`config.mk`:
```
export PLATFORM = sky130hd
export DESIGN_NAME = multi_channel_pwm_core
export DESIGN_NICKNAME = d
export VERILOG_FILES = /design/src/pwm_pkg.sv /design/src/multi_channel_pwm_core.sv /design/src/pwm_channel.sv
export VERILOG_INCLUDE_DIRS = /design/src
export SDC_FILE = /design/constraint.sdc
export NUM_CORES = 1
export LEC_CHECK = 0
export ABC_AREA = 1
export BUFFER_PORTS_ARGS = -buffer_cell sky130_fd_sc_hd__buf_2
export CAP_MARGIN = 20
export CORE_MARGIN = 2
export CORE_UTILIZATION = 25
export CTS_CLUSTER_DIAMETER = 40
export DETAILED_ROUTE_END_ITERATION = 10
export PLACE_DENSITY = 0.39
export SLEW_MARGIN = 25
export SYNTH_ARGS = -nofsm -noshare
export SYNTH_HDL_FRONTEND = slang
export SYNTH_HIERARCHICAL = 1
export SYNTH_SLANG_ARGS = --single-unit
export TNS_END_PERCENT = 30
```
`constraint.sdc`:
```
create_clock -name clk -period 2.2 [get_ports clk]
set_input_delay 0.44 -clock clk [delete_from_list [all_inputs] [get_ports clk]]
set_output_delay 0.44 -clock clk [all_outputs]
set_load 0.02 [all_outputs]
```
`src/pwm_regs.svh`:
```
`ifndef PWM_REGS_SVH
`define PWM_REGS_SVH

// ============================================================
// Register offsets
`define OFS_CH_INVERT    12'h0D1
`define OFS_MAIN_CTRL    12'h0D2
`define OFS_OUT_SELECT   12'h0D3
`define OFS_PERIOD_LO    12'h0D4
`define OFS_PERIOD_HI    12'h0D5
`define OFS_IRQ_CTRL     12'h0D6
`define OFS_DEAD_TIME    12'h0D8
// Duty words: base + 2*ch (high byte), base + 2*ch + 1 (low byte)
`define OFS_DUTY_BASE    12'h100
`define OFS_DUTY_LAST    12'h10F

// ============================================================
// Field positions of the main control register
`define BIT_MODULE_RUN   7
`define BIT_OVF_FLAG     6
`define BIT_CKDIV_HI     5
`define BIT_CKDIV_LO     4
`define BIT_MODE_COMP    1
`define BIT_MODE_CENTER  0
// Field position of the irq control register
`define BIT_OVF_IRQ_EN   0

// ============================================================
// Reset values
`define RST_BYTE         8'h00
`define RST_WORD         16'h0000
`define RST_DEAD         8'h00

// ============================================================
// Prescaler masks per divider code
`define DIV_MASK_1       3'h0
`define DIV_MASK_2       3'h1
`define DIV_MASK_4       3'h3
`define DIV_MASK_8       3'h7

`endif
```
`src/pwm_pkg.sv`:
```
package pwm_pkg;

  typedef struct packed {
    logic [11:0] addr;
    logic [7:0]  wdata;
    logic        wr;
    logic        rd;
  } bus_req_t;

  typedef struct packed {
    logic [7:0] level;
    logic [7:0] drive_n;
  } pin_drive_t;

  typedef enum logic {
    DIR_UP,
    DIR_DOWN
  } count_dir_t;

endpackage

```
`src/multi_channel_pwm_core.sv`:
```
// Contract
// - Independent mode: eight channels share one period, each has its own duty.
// - Complementary mode: four pairs with dead zone, all pairs run together.
// - Edge mode: counter starts at zero, output toggles at duty match.
// - Edge mode: counter clears after period value, period is value plus one.
// - Center mode: counts up then down, toggles twice, twice the edge period.
// - Duty ratio equals duty value over period value plus one; center mode gives 2*duty-1 ticks high out of 2*(period+1).
// - Run bit clear stops unit, clears counter, returns pins to general I/O.
// - Overflow sets the flag; interrupt raised when overflow enable is set.
// - Flag is never cleared by hardware; software writes zero to clear.
// - Divider select picks oscillator clock divided by 1, 2, 4 or 8.
// - Mode upper bit picks complementary, lower bit picks center alignment.
// - Per-channel invert bit inverts that channel's waveform.
// - Per-channel output select routes waveform to its pin.
// - Period held as low and high bytes, both reset to zero.
// - Running with no outputs selected still works as a timer with interrupts.
// - Overflow interrupt enable gates the interrupt output.
//
// Implementation choice: the strobed register port.
`timescale 1ns/100ps

`include "pwm_regs.svh"

module multi_channel_pwm_core (
  // Clock and reset
  input  wire logic                 clk,
  input  wire logic                 resetn,
  // Register port
  input  wire pwm_pkg::bus_req_t    bus_req,
  output logic [7:0]                bus_rdata,
  // Pins and interrupt
  output pwm_pkg::pin_drive_t       pins,
  output logic                      irq
);

  import pwm_pkg::*;

  typedef struct packed {
    logic [7:0]       invert;
    logic             run;
    logic             ovf_flag;
    logic [1:0]       ckdiv;
    logic [1:0]       mode;
    logic [7:0]       out_sel;
    logic [15:0]      period;
    logic             ovf_irq_en;
    logic [7:0]       dead;
    logic [8*16-1:0]  duty;
    logic [15:0]      period_sh;
    logic [8*16-1:0]  duty_sh;
    logic [2:0]       prescale;
    logic [15:0]      cnt;
    count_dir_t       dir;
    logic [7:0]       wave;
    logic [7:0]       rdata;
    pin_drive_t       pins;
    logic             irq;
  } core_state_t;

  core_state_t st_r;
  core_state_t st_nxt;

  logic [7:0] dz_wave;
  logic [7:0] dz_in;
  logic [7:0] dz_time;

  // ============================================================
  // Dead-zone stages
  // Complementary pairs take the even channel's waveform and its inverse.
  always_comb begin
    for (int p = 0; p < 4; p++) begin
      if (st_r.mode[`BIT_MODE_COMP]) begin
        dz_in[2*p]   = st_r.wave[2*p];
        dz_in[2*p+1] = ~st_r.wave[2*p];
      end else begin
        dz_in[2*p]   = st_r.wave[2*p];
        dz_in[2*p+1] = st_r.wave[2*p+1];
      end
    end
    dz_time = st_r.mode[`BIT_MODE_COMP] ? st_r.dead : `RST_DEAD;
  end

  genvar g;
  generate
    for (g = 0; g < 8; g++) begin : g_dz
      pwm_channel u_chan (
        .clk       (clk),
        .resetn    (resetn),
        .wave_in   (dz_in[g]),
        .dead_time (dz_time),
        .wave_out  (dz_wave[g])
      );
    end
  endgenerate

  // ============================================================
  // Next-state logic
  always_comb begin
    logic [2:0]  mask;
    logic        tick;
    logic        ovf;
    logic [11:0] didx;
    mask   = `DIV_MASK_1;
    tick   = 1'b0;
    ovf    = 1'b0;
    didx   = 12'h000;
    st_nxt = st_r;

    // Prescaler
    case (st_r.ckdiv)
      2'h0:    mask = `DIV_MASK_1;
      2'h1:    mask = `DIV_MASK_2;
      2'h2:    mask = `DIV_MASK_4;
      2'h3:    mask = `DIV_MASK_8;
      default: mask = `DIV_MASK_1;
    endcase
    tick = st_r.run && ((st_r.prescale & mask) == mask);
    st_nxt.prescale = st_r.run ? st_r.prescale + 3'h1 : 3'h0;

    // Counter
    if (!st_r.run) begin
      st_nxt.cnt       = `RST_WORD;
      st_nxt.dir       = DIR_UP;
      st_nxt.period_sh = st_r.period;
      st_nxt.duty_sh   = st_r.duty;
    end else if (tick) begin
      if (!st_r.mode[`BIT_MODE_CENTER]) begin
        if (st_r.cnt >= st_r.period_sh) begin
          st_nxt.cnt = `RST_WORD;
          ovf        = 1'b1;
        end else begin
          st_nxt.cnt = st_r.cnt + 16'h0001;
        end
      end else begin
        case (st_r.dir)
          DIR_UP: begin
            st_nxt.cnt = st_r.cnt + 16'h0001;
            if (st_r.cnt >= st_r.period_sh) begin
              st_nxt.dir = DIR_DOWN;
            end
          end
          DIR_DOWN: begin
            st_nxt.cnt = st_r.cnt - 16'h0001;
            if (st_r.cnt <= 16'h0001) begin
              st_nxt.cnt = `RST_WORD;
              st_nxt.dir = DIR_UP;
              ovf        = 1'b1;
            end
          end
          default: st_nxt.dir = DIR_UP;
        endcase
      end
      // New settings only at the boundary, so a period is never torn
      if (ovf) begin
        st_nxt.period_sh = st_r.period;
        st_nxt.duty_sh   = st_r.duty;
      end
    end

    // Raw waveform: high until the duty match
    for (int c = 0; c < 8; c++) begin
      st_nxt.wave[c] = st_r.run && (st_r.cnt < st_r.duty_sh[16*c +: 16]);
    end

    // Pins: invert, then select; run clear hands all pins back
    for (int c = 0; c < 8; c++) begin
      st_nxt.pins.level[c]   = dz_wave[c] ^ st_r.invert[c];
      st_nxt.pins.drive_n[c] = ~(st_r.run && st_r.out_sel[c]);
    end

    // Register writes
    if (bus_req.wr) begin
      case (bus_req.addr)
        `OFS_CH_INVERT:  st_nxt.invert  = bus_req.wdata;
        `OFS_MAIN_CTRL: begin
          st_nxt.run      = bus_req.wdata[`BIT_MODULE_RUN];
          st_nxt.ovf_flag = bus_req.wdata[`BIT_OVF_FLAG];
          st_nxt.ckdiv    = bus_req.wdata[`BIT_CKDIV_HI:`BIT_CKDIV_LO];
          st_nxt.mode     = bus_req.wdata[`BIT_MODE_COMP:`BIT_MODE_CENTER];
        end
        `OFS_OUT_SELECT: st_nxt.out_sel = bus_req.wdata;
        `OFS_PERIOD_LO:  st_nxt.period[7:0]  = bus_req.wdata;
        `OFS_PERIOD_HI:  st_nxt.period[15:8] = bus_req.wdata;
        `OFS_IRQ_CTRL:   st_nxt.ovf_irq_en   = bus_req.wdata[`BIT_OVF_IRQ_EN];
        `OFS_DEAD_TIME:  st_nxt.dead         = bus_req.wdata;
        default: begin
          if (bus_req.addr >= `OFS_DUTY_BASE && bus_req.addr <= `OFS_DUTY_LAST) begin
            didx = bus_req.addr - `OFS_DUTY_BASE;
            if (didx[0]) begin
              st_nxt.duty[16*didx[3:1] +: 8] = bus_req.wdata;
            end else begin
              st_nxt.duty[16*didx[3:1] + 8 +: 8] = bus_req.wdata;
            end
          end
        end
      endcase
    end

    // Hardware set wins over a same-cycle software clear
    if (ovf) begin
      st_nxt.ovf_flag = 1'b1;
    end
    st_nxt.irq = st_r.ovf_flag && st_r.ovf_irq_en;

    // Register reads, data one cycle later
    st_nxt.rdata = 8'h00;
    if (bus_req.rd) begin
      case (bus_req.addr)
        `OFS_CH_INVERT:  st_nxt.rdata = st_r.invert;
        `OFS_MAIN_CTRL:  st_nxt.rdata = {st_r.run, st_r.ovf_flag, st_r.ckdiv, 2'h0, st_r.mode};
        `OFS_OUT_SELECT: st_nxt.rdata = st_r.out_sel;
        `OFS_PERIOD_LO:  st_nxt.rdata = st_r.period[7:0];
        `OFS_PERIOD_HI:  st_nxt.rdata = st_r.period[15:8];
        `OFS_IRQ_CTRL:   st_nxt.rdata = {7'h00, st_r.ovf_irq_en};
        `OFS_DEAD_TIME:  st_nxt.rdata = st_r.dead;
        default: begin
          if (bus_req.addr >= `OFS_DUTY_BASE && bus_req.addr <= `OFS_DUTY_LAST) begin
            didx = bus_req.addr - `OFS_DUTY_BASE;
            if (didx[0]) begin
              st_nxt.rdata = st_r.duty[16*didx[3:1] +: 8];
            end else begin
              st_nxt.rdata = st_r.duty[16*didx[3:1] + 8 +: 8];
            end
          end
        end
      endcase
    end
  end

  // ============================================================
  // State register
  always_ff @(posedge clk or negedge resetn) begin
    if (!resetn) begin
      st_r              <= '0;
      st_r.pins.drive_n <= 8'hFF;
      st_r.dir          <= DIR_UP;
    end else begin
      st_r <= st_nxt;
    end
  end

  assign bus_rdata = st_r.rdata;
  assign pins      = st_r.pins;
  assign irq       = st_r.irq;

endmodule

```
`src/pwm_channel.sv`:
```
`timescale 1ns/100ps

// Delays the rising edge of one waveform by a dead count of system clocks.
module pwm_channel (
  // Clock and reset
  input  wire logic       clk,
  input  wire logic       resetn,
  // Waveform
  input  wire logic       wave_in,
  input  wire logic [7:0] dead_time,
  output logic            wave_out
);

  typedef struct packed {
    logic [7:0] dly;
    logic       out;
  } chan_state_t;

  chan_state_t st_r;
  chan_state_t st_nxt;

  always_comb begin
    st_nxt = st_r;
    if (!wave_in) begin
      st_nxt.dly = 8'h00;
      st_nxt.out = 1'b0;
    end else if (st_r.dly >= dead_time) begin
      st_nxt.out = 1'b1;
    end else begin
      st_nxt.dly = st_r.dly + 8'h01;
    end
  end

  always_ff @(posedge clk or negedge resetn) begin
    if (!resetn) begin
      st_r <= '0;
    end else begin
      st_r <= st_nxt;
    end
  end

  assign wave_out = st_r.out;

endmodule

```
==> metrics.md, run 1 <==
| Metric | Value |
|---|---|
| Outcome | finished, violations left |
| Failing checks | setup timing |
| Root Buffer Master | clkbuf_16 |
| CP Cell Sequence | buf_4, buf_4, nor2_4, nand2_1, nor2_4, o21ai_2, nor2_2, nand2_2, nand3_4, nand2_8, clkbuf_16, nand2_1, nand2_1 |
| Hold_ws | a little over 100 ps |
| Setup crit end kind | flop |
| Port Buf Inserts | 48 |
| Post-synthesis cell area | 26780 um^2 |
| Minimum clock period | about 2200 ps |
| Max-cap violations | 0 |
| Filler instances | between 10000 and 15000 |
| Post-synthesis sequential area ratio | 41.53% |
| Fin Clk Skew | around 60 ps |
| Unrepaired setup endpoints after global routing | true |
| Fin crit share | 100.6% |
| CP most frequent cell | nand2_1 |
| Placer Congestion | around 0.84 |
| Layout cells sized above 1 | 17.91% |
| Critical path class | flop to flop |
| Post-synth net total | ~3700 |
| CP Max Fanout | 12 |
| Post-DP HPWL | 74250 um |
| DR vias | approximately 24000 |
| DR iter-0 viols | roughly 1600 |
| Initial antenna violation count | 4 |
| Flop2flop setup slack | -10 ps |
| Vias per inst | around 4.6 |
| Clk_lat worst skew | between 600 and 700 ps |
| Design Area, Final | between 30000 and 40000 um^2 |
| Total gr overflow | 0 |
| Final Setup Violations | 8 |
| Antenna fix cells | 0 |
| Worst-path clk slew | about 50 ps |
| Clock buffer depth | 3 |
| CP Launch Type | flop |
| Die area | approximately 110000 um^2 |
| TritonCTS clock tree | done |
| Detailed Route WL | between 100000 and 150000 um |
| Slowest CP cell | dfrtp_1 |
| First-pass GRT wire length | 151600 um |
| First drt pass iteration count | 5 |
| Final Worst Setup Slack | -12.56 ps |
| CP peak stage delay | ~380 ps |
| Rel. slew slack | a little under three fifths |
| Starting Density | between 20% and 30% |
| Hold Fails Final Rpt | 0 |
| Maximum clock rate | approximately 450 MHz |
| I/O pin total | 49 |
| Clk sinks | roughly 440 |
| Total power draw | ~0.025 W |
| Rows | 120 |
| Die Width | 331.3 um |
| Cells after Synth | ~3500 |
| Hold WC Path Type | primary input to flop |
| CP arrival | between 2000 and 3000 ps |
| Final Max Tran Viols | 0 |
| Ys Warns | 6 |
| Die Y | between 300 and 400 um |
| Global-route usage over all layers | about 18% |
| Syn Area/Cell | approximately 7.7 um^2 |
| Yosys reg bits | between 400 and 500 |
| LEAKAGE | 17.98 nW |
| Post-DR wirelength/cell | 19.22 um |
| Area Growth Syn to Fin | 29.65% |
| PD cells | roughly 730 nW/um^2 |
| Core Util, Final | about a third |
| CTS Buf Count | 97 |
| DRC Markers | 0 |
| Worst slew pin tran | 662.1 ps |
| Critical Path RT | about 2800 ps |
| Dpl cell area | between 30000 and 40000 um^2 |
| Netlist cell types | 40 |
| Peak supply drop | roughly 550 uV |
| Largest net degree at the start of global routing | 73 |
| Vias in the first global route | about 24000 |
| Routed Antenna Nets | 0 |
| H-tree depth | 3 |
| Nets | between 3000 and 4000 |
| Core area | about 110000 um^2 |
==> path summary, 6_finish.rpt <==
check / cells after the start / to / startpoint
setup / recovery: 13 / st_r[67]$_DFFE_PN0P_ / st_r[43]$_DFFE_PN0P_
hold / removal: 3 / bus_rdata[0]$_DFF_PN0_ / bus_req[0]
setup reg to reg: 13 / st_r[67]$_DFFE_PN0P_ / st_r[43]$_DFFE_PN0P_
hold reg to reg: 1 / pins[1]$_DFF_PN1_ / st_r[351]$_DFFE_PN0P_
max in group asynchronous: 3 / pins[8]$_DFF_PN0_ / resetn
min in group asynchronous: 2 / st_r[75]$_DFFE_PN0P_ / resetn
==> Yosys cell counts (all sizes together) <==
| master | count | area share, % |
|---|---|---|
| nand3b | 9 | 0.25 |
| nand2 | 1064 | 16 |
| ha | 218 | 10 |
| nor3b | 8 | 0.22 |
| clkbuf | 56 | 0.78 |
| nand3 | 343 | 6.8 |
| o21a | 4 | 0.11 |
| o21bai | 1 | 0.028 |
| a21o | 8 | 0.22 |
| dfrtp | 436 | 41 |
| buf | 92 | 2.3 |
| o211ai | 3 | 0.084 |
| a31oi | 1 | 0.023 |
| nor4 | 1 | 0.047 |
| o22ai | 74 | 1.7 |
| clkinv | 11 | 0.15 |
| nor3 | 27 | 0.50 |
| xnor2 | 1 | 0.033 |
| nand4 | 90 | 2.1 |
| nor2 | 163 | 2.8 |
| xor2 | 45 | 1.5 |
| inv | 427 | 6.0 |
| o31ai | 16 | 0.45 |
| o32ai | 1 | 0.033 |
| a21oi | 103 | 1.9 |
| mux2i | 1 | 0.037 |
| dfstp | 8 | 0.78 |
| o21ai | 250 | 4.7 |
==> power breakdown <==
group / internal (W) / switching (W)
combinational: 0.000246 / 0.000643
clock: 0.0111 / 0.00510
sequential: 0.00820 / 0.0000151
==> cell families after synthesis <==
kind of cell / Yosys count / synth area share (%)
AND/OR/NAND/NOR: 1705 / 28.21
buffers and inverters: 586 / 9.246
AO/OA/AOI/OAI: 461 / 9.293
flip-flops: 444 / 41.53
adder cells (fa/ha/maj): 218 / 10.19
XOR/XNOR: 46 / 1.504
multiplexers: 1 / 0.03738
==> layer usage <==
metal  global-route usage [%]  share of wire, %
met2                    28.44                45
met5                        0                 0
met4                    6.577               3.4
met1                    25.59                48
met3                    2.070               3.3
==> repair_timing <==
action                                  in CTS  in global routing
endpoints found under the setup margin     140                176
setup buffers                                1                  9
pin swaps                                    0                  5
resized for setup                           13                 95
hold buffers                                 1                  0
hold endpoints to repair                    18                  0
cloned                                       2                 10
==> through the flow <==
stage          TNS (ps)  setup WS (ps)  instances
2_1_floorplan    -566.3         -53.78       3461
3_3_place_gp      -3590         -166.2       5012
3_5_place_dp      -3021         -151.3       5012
4_1_cts          -6.248         -5.907       5198
5_1_grt          -20460         -180.9       5216
6_report         -38.74         -12.56       5216
==> layout by cell type, fill, tap and decap left out, types with 8 or more instances in the layout <==
cell,instances
xor2_1,45
clkinv_2,15
o21ai_1,31
buf_2,47
ha_1,217
a21oi_1,102
clkbuf_16,106
nor2_2,14
nand3b_1,9
clkinv_1,11
nand3_1,324
nand2_4,20
nor2_4,15
nand4_1,90
nor3_1,24
buf_4,212
o22ai_1,72
nand3_4,10
o21ai_0,217
nand2_1,949
nor3b_1,8
nand3_2,10
clkbuf_1,8
nor2_1,134
bufinv_16,18
a21o_1,8
o31ai_1,16
clkbuf_8,24
dfstp_2,8
dfrtp_1,435
nand2_2,95
buf_12,39
inv_1,417
inv_2,10
clkinvlp_4,10
==> critical path, delay by kind of cell (launching register included) <==
family          cells  cell delay [ps]
buf+inv             3              580
compound gates      1               80
simple gates        9             1030
flops               1              380
==> area by class of cell <==
type / instances / area [um^2] / share of cell area [%]
clock buffer: 130 / 2813 / 8.101
clock inverter: 52 / 840.8 / 2.422
inverter: 438 / 1644 / 4.735
multi-input combinational: 2434 / 13580 / 39.12
sequential: 444 / 11120 / 32.03
tap: 1403 / 1755 / 5.056
timing repair buffer: 315 / 2960 / 8.527
No activity file was read; power rests on OpenSTA's default activity.
==> run 2: changes to the inputs <==
Settings changed: CORE_MARGIN 2 to 1.5, CORE_UTILIZATION 25 to 50, PLACE_DENSITY 0.39 to 0.67.
==> metrics.md, run 2 (synthesis results as in run 1) <==
| Metric | Value |
|---|---|
| Rows | 84 (was 120) |
| LEAKAGE | 16.93 nW (was 17.98 nW) |
| Worst-path clk slew | 50 ps (about the same) |
| FF-to-FF Start | st_r[44]$_DFFE_PN0P_ (was st_r[43]$_DFFE_PN0P_) |
| Maximum clock rate | 453.9 MHz (was 452.0 MHz) |
| Rel. slew slack | 61.31% (was 55.86%) |
| Fin Clk Skew | 42.36 ps (was 59.05 ps) |
| H-tree depth | 3 (unchanged) |
| Core area | 52760 um^2 (was 106600 um^2) |
| CP Launch Type | flop (unchanged) |
| Placer Congestion | 0.9994 (was 0.8388) |
| Root Buffer Master | clkbuf_16 (unchanged) |
| Nets | 3886 (was 3972) |
| Starting Density | 50.76% (was 25.12%) |
| CP startpoint | st_r[44]$_DFFE_PN0P_ (was st_r[43]$_DFFE_PN0P_) |
| Peak supply drop | 763.6 uV (was 554.1 uV) |
| Vias per inst | 5.541 (was 4.560) |
| I/O pin total | 49 (unchanged) |
| Layout cells sized above 1 | 15.74% (was 17.91%) |
| Antenna fix cells | 0 (unchanged) |
| Total gr overflow | 0 (unchanged) |
| Global-route usage over all layers | 29.96% (was 18.11%) |
| Die area | 54960 um^2 (was 109800 um^2) |
| Post-DP HPWL | 59000 um (was 74250 um) |
| Hold WC Path Type | primary input to flop (unchanged) |
| Vias in the first global route | 22070 (was 23663) |
| Final Setup Violations | 2 (was 8) |
| Clk sinks | 444 (unchanged) |
| Routed Antenna Nets | 0 (unchanged) |
| Setup crit end kind | flop (unchanged) |
| Final Max Tran Viols | 0 (unchanged) |
| CP Max Fanout | 7 (was 12) |
| Failing checks | setup timing (unchanged) |
| Clock buffer depth | 3 (unchanged) |
| Max-cap violations | 0 (unchanged) |
| Critical Path RT | 2710 ps (was 2750 ps) |
| Area Growth Syn to Fin | 20.93% (was 29.65%) |
| Commonest cells after routing, fill and taps aside | nand2_1 (966), dfrtp_1 (430), inv_1 (417) (was nand2_1 (949), dfrtp_1 (435), inv_1 (417)) |
| Minimum clock period | 2203 ps (was 2213 ps) |
| First drt pass iteration count | 6 (was 5) |
| Final Worst Setup Slack | -3.161 ps (was -12.56 ps) |
| DR vias | 24373 (was 23786) |
| Die Y | 234.4 um (was 331.3 um) |
| TritonCTS clock tree | done (unchanged) |
| Most common cell after layout, fill and taps aside | nand2_1 (unchanged) |
| Clk_lat worst skew | 640 ps (was 670 ps) |
| CP arrival | 2710 ps (was 2760 ps) |
| Largest net degree at the start of global routing | 87 (was 73) |
| Total power draw | 0.02183 W (was 0.02526 W) |
| Fin crit share | 100.1% (was 100.6%) |
| Worst slew pin tran | 580.3 ps (was 662.1 ps) |
| Hold Fails Final Rpt | 0 (unchanged) |
| Port Buf Inserts | 48 (unchanged) |
| PD cells | 674.1 nW/um^2 (was 727.7 nW/um^2) |
| Critical path class | flop to flop (unchanged) |
| Post-DR wirelength/cell | 18.76 um (was 19.22 um) |
| First-pass GRT wire length | 126400 um (was 151600 um) |
| Outcome | finished, violations left (unchanged) |
| Initial antenna violation count | 0 (was 4) |
| HP Start | bus_req[8] (was bus_req[0]) |
| DR iter-0 viols | 2564 (was 1561) |
| Die Width | 234.4 um (was 331.3 um) |
| CTS Buf Count | 81 (was 97) |
| Detailed Route WL | 82540 um (was 100300 um) |
| DRC Markers | 0 (unchanged) |
| Setup TNS | -5.124 ps (was -38.74 ps) |
| Unrepaired setup endpoints after global routing | true (unchanged) |
[run 2: metrics by stage]
step / worst slack [ps] / utilization (%) / std cells / cell area (um^2) / hold slack (ps)
2_1_floorplan: -53.78 / - / 3461 / 26790 / 144.4
3_3_place_gp: 4.478 / 54.67 / 4225 / 28850 / 359.6
3_5_place_dp: -6.576 / 54.67 / 4225 / 28850 / 354.7
4_1_cts: 31.05 / 60.19 / 4380 / 31760 / 109.3
5_1_grt: -83.94 / 61.38 / 4399 / 32380 / 134.6
6_report: -3.161 / 61.38 / 4399 / 32380 / 135.2
[run 2: final cells by class]
cell class,instances,area (um^2)
Multi-Input combinational cell,2432,13560
Tap cell,688,860.8
Fill cell,4588,20380
Clock inverter,52,644.4
Sequential cell,444,11130
Timing Repair Buffer,247,2346
Clock buffer,98,2203
Inverter,438,1644
[run 2: final timing paths]
check                                        end  slack [ps]  depth (start not counted)
min                        st_r[362]$_DFFE_PN0P_         140                          3
max reg2reg                st_r[112]$_DFFE_PN0P_          -3                         13
max                        st_r[112]$_DFFE_PN0P_          -3                         13
min in group asynchronous  st_r[143]$_DFFE_PN0P_         320                          2
min reg2reg                    pins[0]$_DFF_PN1_         430                          1
max in group asynchronous              async pin        1120                          3
[run 2: report_power, final]
part	total [W]	switching, W	leakage, nW	internal (W)
Sequential	0.00821	0.0000148	6.15	0.00819
Clock	0.0129	0.00468	1.37	0.00821
Combinational	0.000728	0.000539	9.41	0.000188
Total	0.0218	0.00523	16.9	0.0166
[run 2: metal layers]
layer | up-vias | wire length, um | track usage (%)
li1 | 11722 | - | -
met3 | 178 | 6919 | 4.990
met5 | - | 0 | 0
met4 | 0 | 2904 | 11.21
met1 | 11482 | 37620 | 44.60
met2 | 991 | 35100 | 43.54
[run 2: critical path, cell delays in order, from the launching register on]
cell,delay [ps]
dfrtp_2,460
ha_4,280
nand2_2,50
o21bai_1,150
a21oi_1,170
nor2_1,80
nand2_2,90
nand2_2,70
nand3_4,150
buf_12,190
nand2_8,100
clkbuf_16,190
nand2_1,50
nand2_1,40
[run 2: timing repair]
item	4_1_cts	5_1_grt
setup endpoints to repair	26	211
pin swaps	1	11
hold buffers	1	0
endpoints found under the hold margin	25	0
setup buffers	3	12
gates cloned	1	8
resized for setup	1	95
==> run 3: changes to the inputs <==
Settings changed: CTS_BUF_LIST from default to sky130_fd_sc_hd__clkbuf_8 sky130_fd_sc_hd__clkbuf_16, SETUP_SLACK_MARGIN from default to 0.15.
==> metrics.md, run 3 (synthesis results as in run 1) <==
| Metric | Value |
|---|---|
| Minimum clock period | 2189 ps (was 2203 ps) |
| Critical Path RT | 2690 ps (was 2710 ps) |
| Filler instances | 4654 (was 4588) |
| LEAKAGE | 16.97 nW (was 16.93 nW) |
| Root Buffer Master | clkbuf_16 (unchanged) |
| Port Buf Inserts | 48 (unchanged) |
| Total gr overflow | 0 (unchanged) |
| Hold WC Path Type | primary input to flop (unchanged) |
| Hold_ws | 136.8 ps (was 135.2 ps) |
| Largest net degree at the start of global routing | 109 (was 87) |
| Die Y | 234.4 um (unchanged) |
| Vias per inst | 5.587 (was 5.541) |
| Rel. slew slack | 58.52% (was 61.31%) |
| Initial antenna violation count | 0 (unchanged) |
| Final Setup Violations | 0 (was 2) |
| I/O pin total | 49 (unchanged) |
| Commonest cells after routing, fill and taps aside | nand2_1 (979), dfrtp_1 (426), inv_1 (414) (was nand2_1 (966), dfrtp_1 (430), inv_1 (417)) |
| H-tree depth | 3 (unchanged) |
| CP Launch Type | flop (unchanged) |
| Core area | 52760 um^2 (unchanged) |
| Global-route usage over all layers | 30.71% (was 29.96%) |
| Placer Congestion | 1.054 (was 0.9994) |
| Maximum clock rate | 456.9 MHz (was 453.9 MHz) |
| Post-DP HPWL | 59820 um (was 59000 um) |
| Routed Antenna Nets | 0 (unchanged) |
| TritonCTS clock tree | done (unchanged) |
| Worst-path clk slew | 50 ps (about the same) |
| First drt pass iteration count | 7 (was 6) |
| Hold Fails Final Rpt | 0 (unchanged) |
| DR vias | 24573 (was 24373) |
| Detailed Route WL | 84360 um (was 82540 um) |
| Area Growth Syn to Fin | 21.12% (was 20.93%) |
| Fin Clk Skew | 49.02 ps (was 42.36 ps) |
| PD cells | 674.5 nW/um^2 (was 674.1 nW/um^2) |
| First-pass GRT wire length | 129300 um (was 126400 um) |
| Fin crit share | 99.49% (was 100.1%) |
| Peak supply drop | 772.2 uV (was 763.6 uV) |
| Reg area | 11130 um^2 (about the same) |
| Vias in the first global route | 22952 (was 22070) |
| DR iter-0 viols | 2505 (was 2564) |
| Layout cells sized above 1 | 15.88% (was 15.74%) |
| Clk sinks | 444 (unchanged) |
| Worst slew pin tran | 622.2 ps (was 580.3 ps) |
| Post-DR wirelength/cell | 19.18 um (was 18.76 um) |
| Total power draw | 0.02188 W (was 0.02183 W) |
| DRC Markers | 0 (unchanged) |
| Unrepaired setup endpoints after global routing | true (unchanged) |
| Clk_lat worst skew | 640 ps (about the same) |
| Die Width | 234.4 um (unchanged) |
| Die area | 54960 um^2 (unchanged) |
| Most common cell after layout, fill and taps aside | nand2_1 (unchanged) |
| Final Max Tran Viols | 0 (unchanged) |
| Critical path class | flop to flop (unchanged) |
| CTS Buf Count | 81 (unchanged) |
| Nets | 3884 (was 3886) |
| Starting Density | 50.76% (unchanged) |
| Outcome | finished clean (was finished, violations left) |
| Max-cap violations | 0 (unchanged) |
| Multi-input logic area | 13610 um^2 (was 13560 um^2) |
| CP Max Fanout | 32 (was 7) |
| CP arrival | 2680 ps (was 2710 ps) |
| Rows | 84 (unchanged) |
| Setup crit end kind | flop (unchanged) |
| Clock buffer depth | 3 (unchanged) |
run 3: changes by cell type in the layout (fill, tap and decap cells not counted), sizes merged:
cell and delta:
buf -1, diode +1, clkbuf -13, clkinv -2
inv +14
run 3: where the power goes:
| group | internal [W] | switching, W | total [W] |
|---|---|---|---|
| Clock | 0.00809 | 0.00479 | 0.0129 |
| Combinational | 0.000212 | 0.000573 | 0.000785 |
| Sequential | 0.00819 | 0.0000144 | 0.00821 |
| Total | 0.0165 | 0.00538 | 0.0219 |
run 3: area by class of cell:
| class | count | share of cell area, % |
|---|---|---|
| well taps | 688 | 2.654 |
| diodes | 1 | 0.007715 |
| inverters | 438 | 5.088 |
| repair buffers | 245 | 7.206 |
| flip-flops and latches | 444 | 34.32 |
| clock buffers | 86 | 6.531 |
| multi-input cells | 2432 | 41.95 |
| clock inverters | 64 | 2.237 |
run 3: worst paths after layout:
| kind | from | to | slack [ps] | cells after the start |
|---|---|---|---|---|
| min in group asynchronous | resetn | st_r[114]$_DFFE_PN0P_ | 250 | 2 |
| worst max-delay path | st_r[44]$_DFFE_PN0P_ | st_r[81]$_DFFE_PN0P_ | 10 | 12 |
| max in group asynchronous | resetn | pins[1]$_DFF_PN1_ | 1110 | 4 |
| worst max register to register | st_r[44]$_DFFE_PN0P_ | st_r[81]$_DFFE_PN0P_ | 10 | 12 |
| worst min-delay path | bus_req[0] | bus_rdata[4]$_DFF_PN0_ | 140 | 3 |
| worst min register to register | st_r[351]$_DFFE_PN0P_ | pins[1]$_DFF_PN1_ | 420 | 1 |
run 3: metrics by stage:
stage	TNS (ps)	setup WS [ps]	utilization (%)	cell area, um^2	cells
2_1_floorplan	0	152.7	-	26960	3461
3_3_place_gp	0	15.21	54.78	28900	4223
3_5_place_dp	0	4.117	54.78	28900	4223
4_1_cts	0	63.62	60.28	31810	4378
5_1_grt	-4538	-74.61	61.47	32430	4397
6_report	0	11.29	61.48	32440	4398
run 3: repair_timing:
item / in CTS / in global routing
gates cloned: 0 / 7
resized for setup: 4 / 102
hold buffers: 1 / 0
hold endpoints to repair: 176 / 0
setup endpoints to repair: 158 / 239
pin swaps: 0 / 21
buffers inserted: 4 / 12
run 3: metal layers:
layer | routed length (um) | GRT usage (%) | vias up
met3 | 6858 | 6.298 | 233
met4 | 4325 | 14.41 | 0
met2 | 37130 | 46.28 | 990
li1 | - | - | 11713
met5 | 0 | 0 | -
met1 | 36050 | 42.40 | 11637
run 3: critical path, cell delays in order (launching register included):
cell and delay, ps:
dfrtp_2 430, ha_1 310, nand2_2 80, o21bai_1 100
a21oi_1 80, nor2_1 140, nand2_2 90, nand2_2 90
nand3_4 160, buf_4 230, clkbuf_16 210, nand3_1 80
nand2_1 50
